File: src/rtl/lvd_pkg.sv
/*
 Package for the low-voltage detect controller: register map, field layout,
 reset values and timing constants. Assumes a 100 MHz system clock.
*/
package lvd_pkg;

	localparam int unsigned lvd_clk_mhz = 100;
	localparam int unsigned lvd_ref_settle_us = 20;
	localparam int unsigned lvd_ref_settle_cycles = lvd_ref_settle_us * lvd_clk_mhz;
	localparam int unsigned lvd_settle_width = 16;

	localparam logic [3:0] lvd_addr_control = 4'h0;
	localparam logic [3:0] lvd_addr_status = 4'h4;
	localparam logic [3:0] lvd_addr_mask = 4'h8;
	localparam logic [3:0] lvd_addr_core = 4'hC;

	localparam int unsigned lvd_bit_ref_stable = 5;
	localparam int unsigned lvd_bit_power_enable = 4;
	localparam int unsigned lvd_bit_level_msb = 3;
	localparam logic [3:0] lvd_level_external = 4'hF;
	localparam logic [3:0] lvd_level_lowest = 4'h2;
	localparam logic [3:0] lvd_level_reset = 4'h5;

	localparam int unsigned lvd_bit_irq_flag = 0;
	localparam int unsigned lvd_bit_global_enable = 0;

	localparam logic [1:0] lvd_resp_okay = 2'h0;
	localparam logic [1:0] lvd_resp_slverr = 2'h2;

	typedef enum logic [1:0] {lvd_off_type_st, lvd_settle_st, lvd_ready_st} lvd_phase_type;

endpackage

File: src/rtl/lvd_ctrl.sv
/*
 Low-voltage detect controller with AXI4-Lite register slave, comparator
 synchroniser, settle gating, sticky flag, interrupt and wake-up request.
 Assumes a comparator output and reference-ready level from the analog side.
*/
`timescale 1ns/1ps
`default_nettype none
module lvd_ctrl
	import lvd_pkg::*;
(
	// Clock and reset
	input wire logic aclk,
	input wire logic aresetn,
	// AXI4-Lite write address
	input wire logic [3:0] s_axi_awaddr,
	input wire logic s_axi_awvalid,
	output logic s_axi_awready,
	// AXI4-Lite write data
	input wire logic [31:0] s_axi_wdata,
	input wire logic [3:0] s_axi_wstrb,
	input wire logic s_axi_wvalid,
	output logic s_axi_wready,
	// AXI4-Lite write response
	output logic [1:0] s_axi_bresp,
	output logic s_axi_bvalid,
	input wire logic s_axi_bready,
	// AXI4-Lite read address
	input wire logic [3:0] s_axi_araddr,
	input wire logic s_axi_arvalid,
	output logic s_axi_arready,
	// AXI4-Lite read data
	output logic [31:0] s_axi_rdata,
	output logic [1:0] s_axi_rresp,
	output logic s_axi_rvalid,
	input wire logic s_axi_rready,
	// Analog side
	input wire logic comparator_below,
	input wire logic reference_ready,
	output logic detect_power_enable,
	output logic [3:0] trip_level_select,
	output logic use_external_level_input,
	// Core side
	input wire logic core_sleeping,
	output logic wake_request,
	output logic take_vector,
	output logic irq
);
	typedef struct packed {
		logic [3:0] level;
		logic power;
		logic cmp_meta;
		logic cmp_sync;
		logic ref_meta;
		logic ref_sync;
		logic flag;
		logic mask;
		logic global_enable;
		logic wake;
		logic vector;
		logic aw_held;
		logic [3:0] aw_addr;
		logic w_held;
		logic [31:0] w_data;
		logic [3:0] w_strb;
		logic bvalid;
		logic [1:0] bresp;
		logic rvalid;
		logic [31:0] rdata;
		logic [1:0] rresp;
	} lvd_state_type;

	lvd_state_type state;
	lvd_state_type next_state;
	logic settle_done;
	logic ref_stable;
	logic [31:0] read_value;
	logic read_ok;
	logic do_write;
	logic flag_set;
	logic flag_clear;

	function automatic logic addr_known(input logic [3:0] addr);
		return addr == lvd_addr_control || addr == lvd_addr_status ||
			addr == lvd_addr_mask || addr == lvd_addr_core;
	endfunction

	lvd_settle_timer u_settle
	(
		.aclk(aclk),
		.aresetn(aresetn),
		.start(state.power),
		.done(settle_done)
	);

	assign ref_stable = state.power && settle_done && state.ref_sync;

	assign flag_set = ref_stable && state.cmp_sync;
	assign do_write = state.aw_held && state.w_held && !state.bvalid;
	assign flag_clear = do_write && state.aw_addr == lvd_addr_status &&
		state.w_strb[0] && state.w_data[lvd_bit_irq_flag];

	always_comb
	begin
		read_value = 32'h0000_0000;
		read_ok = addr_known(s_axi_araddr);
		unique case (s_axi_araddr)
			lvd_addr_control:
			begin
				read_value[lvd_bit_ref_stable] = ref_stable;
				read_value[lvd_bit_power_enable] = state.power;
				read_value[lvd_bit_level_msb:0] = state.level;
			end
			lvd_addr_status:
				read_value[lvd_bit_irq_flag] = state.flag;
			lvd_addr_mask:
				read_value[lvd_bit_irq_flag] = state.mask;
			lvd_addr_core:
				read_value[lvd_bit_global_enable] = state.global_enable;
			default:
				read_value = 32'h0000_0000;
		endcase
	end

	always_comb
	begin
		next_state = state;
		next_state.cmp_meta = comparator_below;
		next_state.cmp_sync = state.cmp_meta;
		next_state.ref_meta = reference_ready;
		next_state.ref_sync = state.ref_meta;

		if (s_axi_awvalid && !state.aw_held)
		begin
			next_state.aw_held = 1'b1;
			next_state.aw_addr = s_axi_awaddr;
		end
		if (s_axi_wvalid && !state.w_held)
		begin
			next_state.w_held = 1'b1;
			next_state.w_data = s_axi_wdata;
			next_state.w_strb = s_axi_wstrb;
		end
		if (do_write)
		begin
			next_state.aw_held = 1'b0;
			next_state.w_held = 1'b0;
			next_state.bvalid = 1'b1;
			next_state.bresp = addr_known(state.aw_addr) ? lvd_resp_okay : lvd_resp_slverr;
			if (state.w_strb[0])
			begin
				unique case (state.aw_addr)
					lvd_addr_control:
					begin
						next_state.power = state.w_data[lvd_bit_power_enable];
						next_state.level = state.w_data[lvd_bit_level_msb:0];
					end
					lvd_addr_mask:
						next_state.mask = state.w_data[lvd_bit_irq_flag];
					lvd_addr_core:
						next_state.global_enable = state.w_data[lvd_bit_global_enable];
					default:
						next_state.power = state.power;
				endcase
			end
		end
		if (state.bvalid && s_axi_bready)
			next_state.bvalid = 1'b0;

		if (s_axi_arvalid && !state.rvalid)
		begin
			next_state.rvalid = 1'b1;
			next_state.rdata = read_value;
			next_state.rresp = read_ok ? lvd_resp_okay : lvd_resp_slverr;
		end
		else if (state.rvalid && s_axi_rready)
			next_state.rvalid = 1'b0;

		if (flag_set)
			next_state.flag = 1'b1;
		else if (flag_clear)
			next_state.flag = 1'b0;

		// wake-up on new flag in sleep
		if (!core_sleeping)
			next_state.wake = 1'b0;
		else if (flag_set && !state.flag)
			next_state.wake = 1'b1;

		next_state.vector = state.wake && !core_sleeping ? state.global_enable && state.mask
			: 1'b0;
	end

	always_ff @(posedge aclk)
	begin
		if (!aresetn)
		begin
			state <= '0;
			state.level <= lvd_level_reset;
		end
		else
			state <= next_state;
	end

	assign s_axi_awready = !state.aw_held;
	assign s_axi_wready = !state.w_held;
	assign s_axi_bvalid = state.bvalid;
	assign s_axi_bresp = state.bresp;
	assign s_axi_arready = !state.rvalid;
	assign s_axi_rvalid = state.rvalid;
	assign s_axi_rdata = state.rdata;
	assign s_axi_rresp = state.rresp;
	assign detect_power_enable = state.power;
	assign trip_level_select = state.level;
	assign use_external_level_input = state.level == lvd_level_external;
	assign wake_request = state.wake;
	assign take_vector = state.vector;
	assign irq = state.flag && state.mask;

	// Assertions
	no_early_flag_a: assert property (@(posedge aclk) disable iff (!aresetn)
		$rose(state.flag) |-> $past(ref_stable))
		else $error("flag set before reference stable");
	flag_sticky_a: assert property (@(posedge aclk) disable iff (!aresetn)
		state.flag && !flag_clear |=> state.flag)
		else $error("flag dropped without clear");
	set_beats_clear_a: assert property (@(posedge aclk) disable iff (!aresetn)
		flag_set |=> state.flag)
		else $error("flag set lost");
	power_off_unstable_a: assert property (@(posedge aclk) disable iff (!aresetn)
		!state.power |-> !ref_stable)
		else $error("stable while powered off");
	irq_follows_a: assert property (@(posedge aclk) disable iff (!aresetn)
		flag_set && state.mask && !do_write |=> irq)
		else $error("irq not raised on unmasked flag");
	power_write_a: assert property (@(posedge aclk) disable iff (!aresetn)
		do_write && state.aw_addr == lvd_addr_control && state.w_strb[0]
		|=> state.power == $past(state.w_data[lvd_bit_power_enable]))
		else $error("power enable not written");
	external_sel_a: assert property (@(posedge aclk) disable iff (!aresetn)
		do_write && state.aw_addr == lvd_addr_control && state.w_strb[0] &&
		state.w_data[lvd_bit_level_msb:0] == lvd_level_external
		|=> use_external_level_input)
		else $error("external select wrong");
	wake_on_set_a: assert property (@(posedge aclk) disable iff (!aresetn)
		core_sleeping && flag_set && !state.flag |=> wake_request)
		else $error("no wake-up request");
	vector_gate_a: assert property (@(posedge aclk) disable iff (!aresetn)
		take_vector |-> $past(state.global_enable))
		else $error("vector without global enable");
	reset_off_a: assert property (@(posedge aclk)
		!aresetn |=> !detect_power_enable)
		else $error("detector on after reset");
	settle_wait_a: assert property (@(posedge aclk) disable iff (!aresetn)
		$rose(state.power) |-> !settle_done [*8])
		else $error("settle too short");
	stable_bit_a: assert property (@(posedge aclk) disable iff (!aresetn)
		s_axi_arvalid && !state.rvalid && s_axi_araddr == lvd_addr_control
		|=> s_axi_rdata[lvd_bit_ref_stable] == $past(ref_stable))
		else $error("stable bit read wrong");
	internal_sel_a: assert property (@(posedge aclk) disable iff (!aresetn)
		do_write && state.aw_addr == lvd_addr_control && state.w_strb[0] &&
		state.w_data[lvd_bit_level_msb:0] != lvd_level_external
		|=> !use_external_level_input)
		else $error("internal tap not selected");
	level_holds_a: assert property (@(posedge aclk) disable iff (!aresetn)
		!do_write |=> $stable(state.level))
		else $error("level changed without write");
	power_holds_a: assert property (@(posedge aclk) disable iff (!aresetn)
		!do_write |=> $stable(state.power))
		else $error("power changed without write");
	read_power_a: assert property (@(posedge aclk) disable iff (!aresetn)
		s_axi_arvalid && !state.rvalid && s_axi_araddr == lvd_addr_control
		|=> s_axi_rdata[lvd_bit_power_enable] == $past(state.power))
		else $error("power bit read wrong");
	read_level_a: assert property (@(posedge aclk) disable iff (!aresetn)
		s_axi_arvalid && !state.rvalid && s_axi_araddr == lvd_addr_control
		|=> s_axi_rdata[lvd_bit_level_msb:0] == $past(state.level))
		else $error("level read wrong");
	read_flag_a: assert property (@(posedge aclk) disable iff (!aresetn)
		s_axi_arvalid && !state.rvalid && s_axi_araddr == lvd_addr_status
		|=> s_axi_rdata[lvd_bit_irq_flag] == $past(state.flag))
		else $error("flag read wrong");
	ref_sync_a: assert property (@(posedge aclk) disable iff (!aresetn)
		ref_stable |-> $past(reference_ready, 2))
		else $error("reference used unsynchronised");
	cmp_sync_a: assert property (@(posedge aclk) disable iff (!aresetn)
		flag_set |-> $past(comparator_below, 2))
		else $error("comparator used unsynchronised");
	flag_clear_a: assert property (@(posedge aclk) disable iff (!aresetn)
		flag_clear && !flag_set |=> !state.flag)
		else $error("flag not cleared");
	flag_gate_a: assert property (@(posedge aclk) disable iff (!aresetn)
		!ref_stable && !state.flag |=> !state.flag)
		else $error("flag set while unstable");
	unstable_no_irq_a: assert property (@(posedge aclk) disable iff (!aresetn)
		!ref_stable && !state.flag |=> !irq)
		else $error("irq while reference unstable");
	power_off_done_a: assert property (@(posedge aclk) disable iff (!aresetn)
		!state.power |=> !settle_done)
		else $error("settle done while powered off");
	settle_needs_power_a: assert property (@(posedge aclk) disable iff (!aresetn)
		$rose(settle_done) |-> $past(state.power))
		else $error("settle done without power");
	mask_write_a: assert property (@(posedge aclk) disable iff (!aresetn)
		do_write && state.aw_addr == lvd_addr_mask && state.w_strb[0]
		|=> state.mask == $past(state.w_data[lvd_bit_irq_flag]))
		else $error("mask not written");
	enable_write_a: assert property (@(posedge aclk) disable iff (!aresetn)
		do_write && state.aw_addr == lvd_addr_core && state.w_strb[0]
		|=> state.global_enable == $past(state.w_data[lvd_bit_global_enable]))
		else $error("global enable not written");
	vector_mask_a: assert property (@(posedge aclk) disable iff (!aresetn)
		take_vector |-> $past(state.mask))
		else $error("vector without mask");
	vector_pulse_a: assert property (@(posedge aclk) disable iff (!aresetn)
		take_vector |=> !take_vector)
		else $error("vector longer than one cycle");
	wake_clear_a: assert property (@(posedge aclk) disable iff (!aresetn)
		!core_sleeping |=> !wake_request)
		else $error("wake-up held while awake");
	wake_needs_flag_a: assert property (@(posedge aclk) disable iff (!aresetn)
		$rose(wake_request) |-> state.flag)
		else $error("wake-up without flag");
	reset_level_a: assert property (@(posedge aclk)
		!aresetn |=> trip_level_select == lvd_level_reset)
		else $error("level not reset");
endmodule
`default_nettype wire

File: src/rtl/lvd_settle_timer.sv
/*
 Reference settle timer: counts a fixed number of system clocks after the
 detector is powered. Assumes the analog reference settles within that time.
*/
`timescale 1ns/1ps
`default_nettype none
module lvd_settle_timer
	import lvd_pkg::*;
(
	// Clock and reset
	input wire logic aclk,
	input wire logic aresetn,
	// Control
	input wire logic start,
	// Status
	output logic done
);
	typedef struct packed {
		logic [lvd_settle_width-1:0] count;
		logic done;
	} lvd_timer_type;

	lvd_timer_type state;
	lvd_timer_type next_state;

	always_comb
	begin
		next_state = state;
		if (!start)
		begin
			next_state.count = '0;
			next_state.done = 1'b0;
		end
		else if (!state.done)
		begin
			if (state.count == lvd_settle_width'(lvd_ref_settle_cycles - 1))
				next_state.done = 1'b1;
			else
				next_state.count = state.count + 1'b1;
		end
	end

	always_ff @(posedge aclk)
	begin
		if (!aresetn)
			state <= '0;
		else
			state <= next_state;
	end

	assign done = state.done;
endmodule
`default_nettype wire

File: config.mk
export PLATFORM = sky130hd
export DESIGN_NAME = lvd_ctrl
export DESIGN_NICKNAME = d
export VERILOG_FILES = /design/src/rtl/lvd_pkg.sv /design/src/rtl/lvd_ctrl.sv /design/src/rtl/lvd_settle_timer.sv
export SDC_FILE = /design/constraint.sdc
export NUM_CORES = 1
export LEC_CHECK = 0
export BUFFER_PORTS_ARGS = -buffer_cell sky130_fd_sc_hd__buf_2
export CAP_MARGIN = 20
export CORE_MARGIN = 1.5
export CORE_UTILIZATION = 49
export CTS_BUF_LIST = sky130_fd_sc_hd__clkbuf_4
export DETAILED_ROUTE_END_ITERATION = 8
export GPL_TIMING_DRIVEN = 0
export PLACE_DENSITY = 0.82
export RECOVER_POWER = 50
export SKIP_LAST_GASP = 1
export SLEW_MARGIN = 20
export SYNTH_ARGS = -nofsm -noshare
export SYNTH_HDL_FRONTEND = slang
export SYNTH_HIERARCHICAL = 1
export SYNTH_SLANG_ARGS = --single-unit
export TNS_END_PERCENT = 50
File: constraint.sdc
create_clock -name aclk -period 1.9 [get_ports aclk]
set_clock_uncertainty 0.05 [all_clocks]
set_input_delay 0.285 -clock aclk [delete_from_list [all_inputs] [get_ports aclk]]
set_output_delay 0.285 -clock aclk [all_outputs]
set_load 0.005 [all_outputs]
# --- Word level (Yosys, flattened, before mapping) ---
# Cells that the tools add are included.
totals:
  reg_bits: 55
  latch_bits: 0
  mem_bits_rw: 0
  romBits: 0
  output_inout_bits: 50
  n_memories: 0
classes:
  add_sub_neg: 1
  mul: 0
  div_mod_pow: 0
  magnitude_cmp: 0
  eq_ne: 8
  shifts: 0
  n_mux: 10
  bitwise_logic: 3
  n_reduce_logical: 42
op_table:
  columns: ["op", "n"]
  rows:
  - ["$eq 4x4->1 const B", 5]
  - ["$logic_and 1x1->1", 17]
  - ["$add 16x1->16 const B", 1]
  - ["$eq 16x11->1 const B", 1]
  - ["$reduce_and 3->1", 3]
  - ["$eq 4x3->1 const B", 2]
  - ["$logic_not 4->1", 2]
  - ["$reduce_and 2->1", 4]
  - ["$logic_not 1->1", 6]
  - ["$logic_or 1x1->1", 6]
  - ["$mux 1", 6]
  - ["$mux 5", 1]
  - ["$mux 2", 2]
  - ["$pmux 1 s4", 1]
  - ["$reduce_bool 2->1", 2]
  - ["$reduce_or 2->1", 2]
  - ["$not 1->1", 3]

# --- Logic depth before layout (Yosys ltp) ---
# Gate-level depths: netlist (run 1).
logic_depth:
  word_depth: 7
  ltp_mapped: 5
  mapped_depth_nobuf: 5

# --- Cells and area by module ---
# The synthesis (run 1) kept the hierarchy.
by_module_without_submodules:
  columns: ["mod", "n_inst", "cells_each", "area_per_inst_um2", "seq_area_each_um2"]
  rows:
  - ["lvd_ctrl", 1, 184, 1680.4, 720.7]
  - ["lvd_settle_timer", 1, 88, 797.0, 340.3]

# --- Least setup slack after synthesis (run 1) ---
# OpenSTA, ideal clock, no wires.
synth_timing:
  kind: "reg2reg"
  start: "register u_settle/state[7] (netlist bit)"
  end: "register u_settle/state[16] (netlist bit)"
  setup_time_ps: 70
  arrival_time_ps: 1412
  t_required_ps: 1780
  path_slack_ps: 368
  stages_incl_launch_ff: 6
  period_less_slack_ps: 1532
  cell_sequence: "dfxtp_1 and4_1 buf_6 nand4_4 or4_1 a21oi_1"
synth_via:
  elab_chain_cells: 3
  elab_cells_between_ends: 4
  classes_between: "add/sub: 1; eq/ne: 1; bitwise: 1; reduce/logical: 1"
synth_lines:
  columns: ["item", "line", "text"]
  rows:
  - ["start: declaration", "lvd_settle_timer.sv:23", "lvd_timer_type state;"]
  - ["start signal: assignment", "lvd_settle_timer.sv:48", "state <= next_state;"]
  - ["parallel branches: the longest is 3 deep, another holds $add 16x1->16", null, null]
# Parallel ways; which one is timed is not known.
# A chain may end at the register's enable or synchronous reset.

# --- Worst setup path after layout (run 1) ---
layout_timing:
  start: "register u_settle.state, in the netlist u_settle/done"
  end: "register u_settle/state[16] (netlist bit)"
layout_via:
  elab_chain_cells: 2
layout_lines:
  columns: ["item"]
  rows:
  - ["$not 1->1 (no source line)"]
  - ["$reduce_and 2->1 (no source line)"]
# No other way between the ends.

==> results of run 1 <==
-- kinds of logic after synthesis --
| group | count (synthesis) | synth area share (%) |
|---|---|---|
| simple gates | 102 | 23.2 |
| xor+xnor | 8 | 2.83 |
| buf+inv | 58 | 15.4 |
| fa+ha+maj | 1 | 0.505 |
| other cells | 1 | 0.151 |
| flops | 53 | 42.8 |
| compound gates | 37 | 9.80 |
| mux | 12 | 5.35 |
-- cell usage after synthesis (2+ instances only) --
cell and n:
dfxtp_1 53, buf_4 41, nor2_1 33, a21oi_1 11, mux2i_1 11, nand3_1 11
nand2_1 10, clkbuf_1 8, o21ai_0 8, and2_1 7, inv_1 6, nand4_1 6
xor2_1 6, a32oi_1 5, and4_1 3, nand2b_1 3, nor2b_1 3, nor3_1 3
nor4b_1 3, or4_1 3, a31oi_1 2, and3_1 2, nand4b_1 2, nor4_1 2
o31ai_1 2, or3_1 2, xnor2_1 2
-- repair_timing --
item | CTS | global route
endpoints found under the hold margin | 0 | 0
endpoints found under the setup margin | 0 | 4
resized for setup | 0 | 1
-- worst max path at each step --
| stage | startpoint | to | slack, ns | cells past startpoint |
|---|---|---|---|---|
| 6_report | u_settle/done$_SDFF_PN0_ | u_settle/state[16]$_SDFFE_PN0P_ | 0.10 | 5 |
| 5_1_grt | u_settle/done$_SDFF_PN0_ | u_settle/state[16]$_SDFFE_PN0P_ | -0.01 | 5 |
| 4_1_cts | u_settle/done$_SDFF_PN0_ | u_settle/state[16]$_SDFFE_PN0P_ | 0.12 | 5 |
| 3_5_place_dp | s_axi_araddr[1] | s_axi_rdata[3]$_SDFFE_PN0P_ | 0.12 | 4 |
| 3_3_place_gp | s_axi_araddr[1] | s_axi_rdata[3]$_SDFFE_PN0P_ | 0.17 | 4 |
| 2_1_floorplan | u_settle/state[7]$_SDFFE_PN0P_ | u_settle/state[16]$_SDFFE_PN0P_ | 0.37 | 5 |
-- metal layers --
metal  global-route usage [%]  vias up  share of wire, %
met1                     24.2      903                47
met2                     29.6       68                47
met4                     7.41        0              0.77
li1                         -     1047                 -
met3                     4.47        4               5.1
met5                        0        -                 0
-- critical path: cells and delay by family, from the launching register on --
family | cells | cell delay (ns)
flip-flops | 1 | 0.39
AND/OR/NAND/NOR | 3 | 0.87
AO/OA/AOI/OAI | 1 | 0.14
buffers and inverters | 1 | 0.30
-- layout by cell type (no fill, tap or decap), types with 4 or more instances in the layout --
| master | synthesis | routed |
|---|---|---|
| a21oi_1 | 11 | 11 |
| a32oi_1 | 5 | 5 |
| and2_0 | 0 | 4 |
| buf_2 | 1 | 39 |
| buf_4 | 41 | 33 |
| clkbuf_1 | 8 | 15 |
| clkbuf_4 | 0 | 13 |
| conb_1 | 1 | 28 |
| dfxtp_1 | 53 | 53 |
| inv_1 | 6 | 6 |
| mux2i_1 | 11 | 11 |
| nand2_1 | 10 | 10 |
| nand3_1 | 11 | 11 |
| nand4_1 | 6 | 6 |
| nor2_1 | 33 | 33 |
| o21ai_0 | 8 | 8 |
| xor2_1 | 6 | 6 |
-- metrics by stage --
stage               util [%]  hold slack, ns  instances  setup WS [ns]
floorplan                  -           0.312        299          0.368
global placement        60.3           0.374        411          0.170
detailed placement      60.3           0.372        411          0.115
CTS                     62.1          0.0626        419          0.123
global route            62.0          0.0589        419        -0.0104
finish                  62.0          0.0824        419          0.103
-- power groups by stage --
stage,clock network (mW),registers (mW),logic [mW]
global placement,0,1.19,0.189
finish,0.631,1.16,0.193
detailed placement,0,1.19,0.192
CTS,0.648,1.17,0.193
floorplan,0,1.18,0.140
global route,0.688,1.17,0.217
-- registers in the layout (all words and copies together), names as in the netlist --
| signal | flops |
|---|---|
| detect_power_enable | 1 |
| s_axi_rdata | 6 |
| take_vector | 1 |
| s_axi_bvalid | 1 |
| next_state | 2 |
| s_axi_bresp | 1 |
| wake_request | 1 |
| u_settle/state | 16 |
| s_axi_rresp | 1 |
| trip_level_select | 4 |
| u_settle/done | 1 |
| state | 17 |
| s_axi_rvalid | 1 |
-- area by class of cell --
| class | count | area share, % |
|---|---|---|
| plain buffers | 51 | 11.9 |
| clock buffers | 5 | 1.26 |
| clock inverters | 3 | 1.56 |
| inverters | 7 | 0.885 |
| multi-input cells | 188 | 38.5 |
| flip-flops and latches | 53 | 35.7 |
| well taps | 67 | 2.82 |
| repair buffers | 45 | 7.29 |
==> metrics.log, run 1 <==
[metrics] via count of the first global-routing pass: 1792
[metrics] Leak: 1.33 nW
[metrics] startpoint-to-endpoint class of the critical path: reg2reg
[metrics] Max clock buf depth: 2
[metrics] total congestion overflow: 0
[metrics] pin count of the biggest net entering global routing: 18
[metrics] HPWL Detailed: 3760 microns
[metrics] effective utilization at floorplan: 51.8%
[metrics] start of the worst register-to-register path: u_settle/done$_SDFF_PN0_
[metrics] worst slew pin tran: 1.12 ns
[metrics] total of max-cap violations: 0
[metrics] number of cell instances on the worst register-to-register path: 5
[metrics] net load switching power: 0.467 mW
[metrics] period utilisation layout: 94.6%
[metrics] DRT antenna net count: 0
[metrics] Seq. cell area: 1060 sq um
[metrics] slack of the worst reg-to-reg path: 0.10 ns
[metrics] Peak VDD IR: 457 uV
[metrics] first-pass GRT wire length: 7930 microns
[metrics] flip-flop cell with the highest count after synthesis: dfxtp_1
[metrics] RR Endpoint: u_settle/state[16]$_SDFFE_PN0P_
[metrics] Iter 0 DRT Violations: 179
[metrics] switching share of power: 23.5%
[metrics] clock latency on the worst-skew pair: 0.36 ns
[metrics] Post-synth EDFFs: 0
[metrics] initial antenna violation count: 0
[metrics] number of buffers added on ports: 45
[metrics] Cell Rows: 25
[metrics] post-route total power: 1.99 mW
[metrics] Yosys warning count: 6
[metrics] core area: 4790 sq um
[metrics] area of the mapped netlist: 2480 sq um
[metrics] power density over cell area: 670 nW/um^2
[metrics] leading cell types by total area after synthesis: dfxtp_1, buf_4, nor2_1
[metrics] post-CTS repair timing setup buffer count: 0
[metrics] number of iterations in the first detailed-routing pass: 4
[metrics] number of CTS-inserted buffers: 5
[metrics] CTS H-tree depth: 2
[metrics] number of cells on the worst hold path: 2
[metrics] clock-pin transition on the worst setup and hold timing paths: 0.16 ns
[metrics] cell breakdown of the critical path: and3b_1, clkbuf_1, nand2_1, or4_1, a21oi_1
[metrics] boundary pin count: 104
[metrics] overall global routing resource usage: 18.6%
[metrics] Final min period: 1.80 ns
[metrics] Endpoint, Worst Hold: take_vector$_SDFF_PN0_
[metrics] max-slew violation count: 0
[metrics] Mean Syn Cell Area: 9.11 sq um
[metrics] Clock Root Buffer: clkbuf_4
[metrics] total cell area at the placement stage: 2890 sq um
[metrics] die extent in x: 74.1 microns
[metrics] DRC errors left: 0
[metrics] cts-stage hold buffer count: 0
[metrics] area taken by multi-input logic gates: 1140 sq um
[metrics] maximum clock rate: 557 MHz
[metrics] post-route cell area: 2970 sq um
[metrics] Worst EP arrival: 2.06 ns
[metrics] cell type with the highest aggregate area in the netlist: dfxtp_1
[metrics] total negative slack: 0 ns
[metrics] wire length reported by the detailed router: 4910 microns
[metrics] Area growth syn-to-layout: 19.8%
[metrics] outcome: finished, final reports clean
[metrics] number of different library cells in the post-synthesis netlist: 51
[metrics] Worst Setup End Kind: flop
[metrics] gpl congestion: 0.809
[metrics] Diodes inserted: 0
[metrics] final net count: 406
[metrics] routed length per instance: 11.7 microns
[metrics] top fanout value on the critical path: 7
[metrics] overall via count from detail_route: 2022
[metrics] unrepaired setup endpoints after global routing: yes
[metrics] Clock Sink Count: 53
[metrics] die height: 74.1 microns
[metrics] Max-slew headroom: 24.4%
[metrics] CTS tree: built
[metrics] Fin. Hold Viols: 0
[metrics] Fill cells: 424
[metrics] maximum single-stage delay on the critical path: 0.48 ns
[metrics] clock group share of total power: 31.7%
[metrics] data required time at the worst endpoint: 2.16 ns
[metrics] part of the Yosys area used for sequential elements: 42.8%
[metrics] sequential power share: 58.6%
[metrics] ys async rst share: 0%
[metrics] Vias per Instance: 4.83
[metrics] startpoint kind of the worst setup timing path: flop
[metrics] combinational share of power: 9.7%
[metrics] Synth top area share: 42.8%
[metrics] number of failing setup endpoints in the final timing report: 0
[metrics] die area: 5490 sq um
[metrics] cell count after synthesis: 272
[metrics] Worst Hold Launch: core_sleeping
[metrics] hold crit path type: in2reg
[metrics] ratio of cells with drive above 1 in the final layout: 26.7%
[metrics] Crit-path slowest cell: or4_1
[metrics] number of flip-flops and latches in the synthesized netlist: 53
[metrics] internal power consumption: 1.52 mW
No activity file was read; power rests on OpenSTA's default activity.
==> inputs of run 2 (changes only) <==
CORE_UTILIZATION = 35   (was 49)
PLACE_DENSITY = default   (was 0.82)
clock period = 2.05 ns   (was 1.9 ns; I/O delays follow)
==> metrics.log, run 2 (synthesis results as in run 1) <==
[metrics] outcome: finished, final reports clean
[metrics] combinational share of power: 10.3%
[metrics] Cell Rows: 30
[metrics] number of buffers added on ports: 45
[metrics] internal power consumption: 1.30 mW
[metrics] HPWL Detailed: 3830 microns
[metrics] overall global routing resource usage: 14.0%
[metrics] Diodes inserted: 0
[metrics] largest delay contributor family on the critical path: simple AND/OR/NAND/NOR gates
[metrics] switching share of power: 25.7%
[metrics] pin count of the biggest net entering global routing: 17
[metrics] Vias per Instance: 4.57
[metrics] Worst Setup End Kind: flop
[metrics] Max-slew headroom: 36.3%
[metrics] sequential power share: 61.7%
[metrics] final net count: 406
[metrics] effective utilization at floorplan: 36.3%
[metrics] gpl congestion: 0.820
[metrics] DRT antenna net count: 0
[metrics] core area: 6830 sq um
[metrics] power density over cell area: 587 nW/um^2
[metrics] die height: 87.1 microns
[metrics] worst slack, placed: 0.206 ns
[metrics] startpoint-to-endpoint class of the critical path: reg2reg
[metrics] Max clock buf depth: 2
[metrics] number of CTS-inserted buffers: 5
[metrics] Peak VDD IR: 349 uV
[metrics] post-CTS repair timing setup buffer count: 0
[metrics] Area growth syn-to-layout: 20.3%
[metrics] leading cell type in the layout, fill and taps excluded: dfxtp_1
[metrics] number of resized instances in the post-cts repair step: 0
[metrics] CTS H-tree depth: 2
[metrics] via count of the first global-routing pass: 1811
[metrics] Worst EP arrival: 2.04 ns
[metrics] worst slew pin tran: 0.942 ns
[metrics] max reg flops: 17
[metrics] die area: 7590 sq um
[metrics] net load switching power: 0.450 mW
[metrics] Clock Root Buffer: clkbuf_4
[metrics] total congestion overflow: 0
[metrics] clock group share of total power: 28.0%
[metrics] maximum clock rate: 558 MHz
[metrics] first-pass GRT wire length: 8450 microns
[metrics] Fill cells: 711
[metrics] Clock Sink Count: 53
[metrics] ratio of cells with drive above 1 in the final layout: 26.4%
[metrics] startpoint kind of the worst setup timing path: flop
[metrics] Leak: 1.31 nW
[metrics] Crit-path slowest cell: or4_1
[metrics] post-route total power: 1.75 mW
[metrics] total of max-cap violations: 0
[metrics] boundary pin count: 104
[metrics] Fin. Hold Viols: 0
[metrics] register with the most flip-flops: state
[metrics] most used cells in the layout excluding fill and tap cells: dfxtp_1, buf_2, nor2_1, buf_4, conb_1
[metrics] data required time at the worst endpoint: 2.30 ns
[metrics] maximum single-stage delay on the critical path: 0.48 ns
[metrics] Iter 0 DRT Violations: 69
[metrics] top fanout value on the critical path: 7
[metrics] overall via count from detail_route: 2049
[metrics] number of failing setup endpoints in the final timing report: 0
[metrics] initial antenna violation count: 0
[metrics] clock-pin transition on the worst setup and hold timing paths: 0.17 ns
[metrics] PnR worst setup slack: 0.257 ns
[metrics] Seq. cell area: 1060 sq um
[metrics] die extent in x: 87.1 microns
[metrics] number of instances in the placed design: 440
[metrics] unrepaired setup endpoints after global routing: no
[metrics] max-slew violation count: 0
[metrics] hold crit path type: in2reg
[metrics] cell breakdown of the critical path: and3b_1, clkbuf_1, nand2_1, or4_1, a21oi_1
[metrics] period utilisation layout: 87.5%
[metrics] total negative slack: 0 ns
[metrics] routed length per instance: 11.3 microns
[metrics] cts-stage hold buffer count: 0
[metrics] CTS tree: built
[metrics] Final min period: 1.79 ns
[metrics] wire length reported by the detailed router: 5060 microns
[metrics] number of iterations in the first detailed-routing pass: 4
[metrics] clock latency on the worst-skew pair: 0.38 ns
[metrics] area taken by multi-input logic gates: 1140 sq um
[metrics] DRC errors left: 0
[metrics] number of cells in the finished layout apart from fillers: 448
[metrics] buffering stage count on the worst path with inverters included: 1
==> run 2: changes by cell type in the layout (fill, tap and decap cells not counted) <==
cell        delta
clkbuf_1       +1
buf_2          -1
buf_4          -2
clkinvlp_4     +1
bufinv_16      -1
clkinv_4       -1
clkbuf_4       +3
==> run 2: per-layer routing <==
metal	track usage [%]	up-vias	wire, microns
li1	-	1044	-
met1	19.1	939	2500
met2	21.8	59	2210
met3	3.03	7	274
met4	5.34	0	78
met5	0	-	0
==> run 2: per-stage QoR <==
stage	utilization (%)	hold WS [ns]	instance area, sq um
2_1_floorplan	-	0.334	2580
6_report	43.6	0.0908	2980
3_5_place_dp	42.8	0.376	2920
3_3_place_gp	42.8	0.370	2920
4_1_cts	43.7	0.0775	2980
5_1_grt	43.6	0.0766	2980
==> run 2: final timing paths <==
check / start / to / slack [ns] / cells after the start
setup / recovery: u_settle/done$_SDFF_PN0_ / u_settle/state[16]$_SDFFE_PN0P_ / 0.26 / 5
hold / removal: core_sleeping / take_vector$_SDFF_PN0_ / 0.09 / 2
setup reg to reg: u_settle/done$_SDFF_PN0_ / u_settle/state[16]$_SDFFE_PN0P_ / 0.26 / 5
hold reg to reg: next_state[85]$_SDFF_PN0_ / state[85]$_SDFF_PN0_ / 0.38 / 1
==> run 2: worst register-to-register path, cell delays in order (launching register included) <==
cell      delay [ns]
dfxtp_1         0.39
and3b_1         0.22
clkbuf_1        0.28
nand2_1         0.16
or4_1           0.48
a21oi_1         0.14
==> run 2: final cells by class <==
| type | count | share of cell area, % |
|---|---|---|
| Inverter | 7 | 0.882 |
| Sequential cell | 53 | 35.6 |
| Tap cell | 96 | 4.03 |
| Clock buffer | 6 | 1.51 |
| Clock inverter | 2 | 0.504 |
| Multi-Input combinational cell | 188 | 38.4 |
| Timing Repair Buffer | 45 | 7.22 |
| Buffer | 51 | 11.9 |
==> run 2: power groups by stage <==
stage | logic (mW) | registers [mW] | clock network, mW
6_report | 0.180 | 1.08 | 0.490
5_1_grt | 0.204 | 1.09 | 0.543
4_1_cts | 0.180 | 1.08 | 0.499
3_5_place_dp | 0.180 | 1.10 | 0
3_3_place_gp | 0.178 | 1.10 | 0
2_1_floorplan | 0.129 | 1.10 | 0
==> inputs of run 3 (changes only) <==
CORE_ASPECT_RATIO = 2   (was default)
PLACE_DENSITY_LB_ADDON = 0.05   (was default)
==> metrics.log, run 3 (synthesis results as in run 1) <==
[metrics] outcome: finished, final reports clean
[metrics] final net count: 406
[metrics] die height: 122 microns
[metrics] post-CTS repair timing setup buffer count: 0
[metrics] DRC errors left: 0
[metrics] worst slack, placed: 0.150 ns
[metrics] cts-stage hold buffer count: 0
[metrics] wire length reported by the detailed router: 5670 microns
[metrics] number of iterations in the first detailed-routing pass: 4
[metrics] area taken by multi-input logic gates: 1150 sq um
[metrics] Leak: 1.32 nW
[metrics] Final min period: 1.79 ns
[metrics] first-pass GRT wire length: 9020 microns
[metrics] power density over cell area: 580 nW/um^2
[metrics] top fanout value on the critical path: 5
[metrics] effective utilization at floorplan: 36.0%
[metrics] Area growth syn-to-layout: 19.8%
[metrics] maximum clock rate: 559 MHz
[metrics] ratio of cells with drive above 1 in the final layout: 26.5%
[metrics] total congestion overflow: 0
[metrics] unrepaired setup endpoints after global routing: no
[metrics] post-layout util: 43.1%
[metrics] die area: 7620 sq um
[metrics] Diodes inserted: 0
[metrics] Clock Root Buffer: clkbuf_4
[metrics] clock-pin transition on the worst setup and hold timing paths: 0.14 ns
[metrics] core area: 6890 sq um
[metrics] Max clock buf depth: 2
[metrics] number of CTS-inserted buffers: 5
[metrics] number of resized instances in the post-cts repair step: 0
[metrics] number of cells on the worst hold path: 2
[metrics] post-route cell area: 2970 sq um
[metrics] total of max-cap violations: 0
[metrics] most used cells in the layout excluding fill and tap cells: dfxtp_1, buf_2, nor2_1, buf_4, conb_1
[metrics] gpl congestion: 0.795
[metrics] Max-slew headroom: 49.8%
[metrics] Worst Setup End Kind: flop
[metrics] data required time at the worst endpoint: 2.32 ns
[metrics] number of failing setup endpoints in the final timing report: 0
[metrics] CTS H-tree depth: 2
[metrics] HPWL Detailed: 4580 microns
[metrics] overall via count from detail_route: 2050
[metrics] startpoint kind of the worst setup timing path: flop
[metrics] pin count of the biggest net entering global routing: 15
[metrics] Clock Sink Count: 53
[metrics] period utilisation layout: 87.3%
[metrics] clock latency on the worst-skew pair: 0.38 ns
[metrics] Iter 0 DRT Violations: 67
[metrics] number of cell instances on the worst register-to-register path: 5
[metrics] startpoint-to-endpoint class of the critical path: reg2reg
[metrics] leading cell type in the layout, fill and taps excluded: dfxtp_1
[metrics] boundary pin count: 104
[metrics] Seq. cell area: 1060 sq um
[metrics] DRT antenna net count: 0
[metrics] Fin. Hold Viols: 0
[metrics] worst slew pin tran: 0.751 ns
[metrics] max reg flops: 17
[metrics] PnR worst setup slack: 0.261 ns
[metrics] initial antenna violation count: 0
[metrics] Fill cells: 785
[metrics] max-slew violation count: 0
[metrics] Cell Rows: 43
[metrics] register with the most flip-flops: state
[metrics] total cell area at the placement stage: 2930 sq um
[metrics] Peak VDD IR: 516 uV
[metrics] routed length per instance: 12.9 microns
[metrics] CTS tree: built
[metrics] number of buffers added on ports: 45
[metrics] total negative slack: 0 ns
[metrics] Worst EP arrival: 2.06 ns
[metrics] overall global routing resource usage: 15.4%
[metrics] die extent in x: 62.5 microns
[metrics] Vias per Instance: 4.65
[metrics] via count of the first global-routing pass: 1902
[metrics] hold crit path type: in2reg
-- run 3: cell count changes in the layout (fill, tap and decap cells not counted) --
cell / delta
and2_0: -2
clkbuf_1: -1
buf_2: +1
and2_1: +2
nor4b_2: +1
nor4b_1: -1
clkinvlp_4: -2
clkinv_1: +1
-- run 3: path summary, 6_finish.rpt --
check / from / end / slack, ns
setup reg to reg: u_settle/state[1]$_SDFFE_PN0P_ / u_settle/state[15]$_SDFFE_PN0P_ / 0.26
hold reg to reg: next_state[85]$_SDFF_PN0_ / state[85]$_SDFF_PN0_ / 0.41
setup / recovery: u_settle/state[1]$_SDFFE_PN0P_ / u_settle/state[15]$_SDFFE_PN0P_ / 0.26
hold / removal: core_sleeping / take_vector$_SDFF_PN0_ / 0.04
-- run 3: cell type report --
type                       instances  share of cell area (%)
multi-input combinational        188                    38.7
sequential                        53                    35.7
buffer                            51                    11.9
timing repair buffer              45                    7.29
tap                               90                    3.79
clock buffer                       6                    1.52
inverter                           7                   0.885
clock inverter                     1                   0.126
-- run 3: per-layer routing --
layer | global-route usage [%] | share of wire, % | vias up
met5 | 0 | 0 | -
met4 | 8.06 | 2.9 | 0
met3 | 3.88 | 3.6 | 10
met2 | 31.0 | 59 | 40
met1 | 13.5 | 34 | 959
li1 | - | - | 1041
-- run 3: critical path, stage by stage (launching register included) --
cell and delay, ns:
dfxtp_1 0.40, ha_1 0.21, and2b_1 0.23, nand2_1 0.19, or4_1 0.50, a21oi_1 0.15
-- run 3: power by group --
part	switching [mW]	internal (mW)
logic	0.0865	0.0969
clock network	0.321	0.139
registers	0.0239	1.06
total	0.431	1.29
-- run 3: through the flow --
step / instances / total power [mW] / hold WS [ns]
floorplan: 299 / 1.22 / 0.334
global placement: 434 / 1.28 / 0.369
detailed placement: 434 / 1.29 / 0.375
CTS: 441 / 1.76 / 0.00946
global route: 441 / 1.81 / 0.00903
finish: 441 / 1.72 / 0.0398
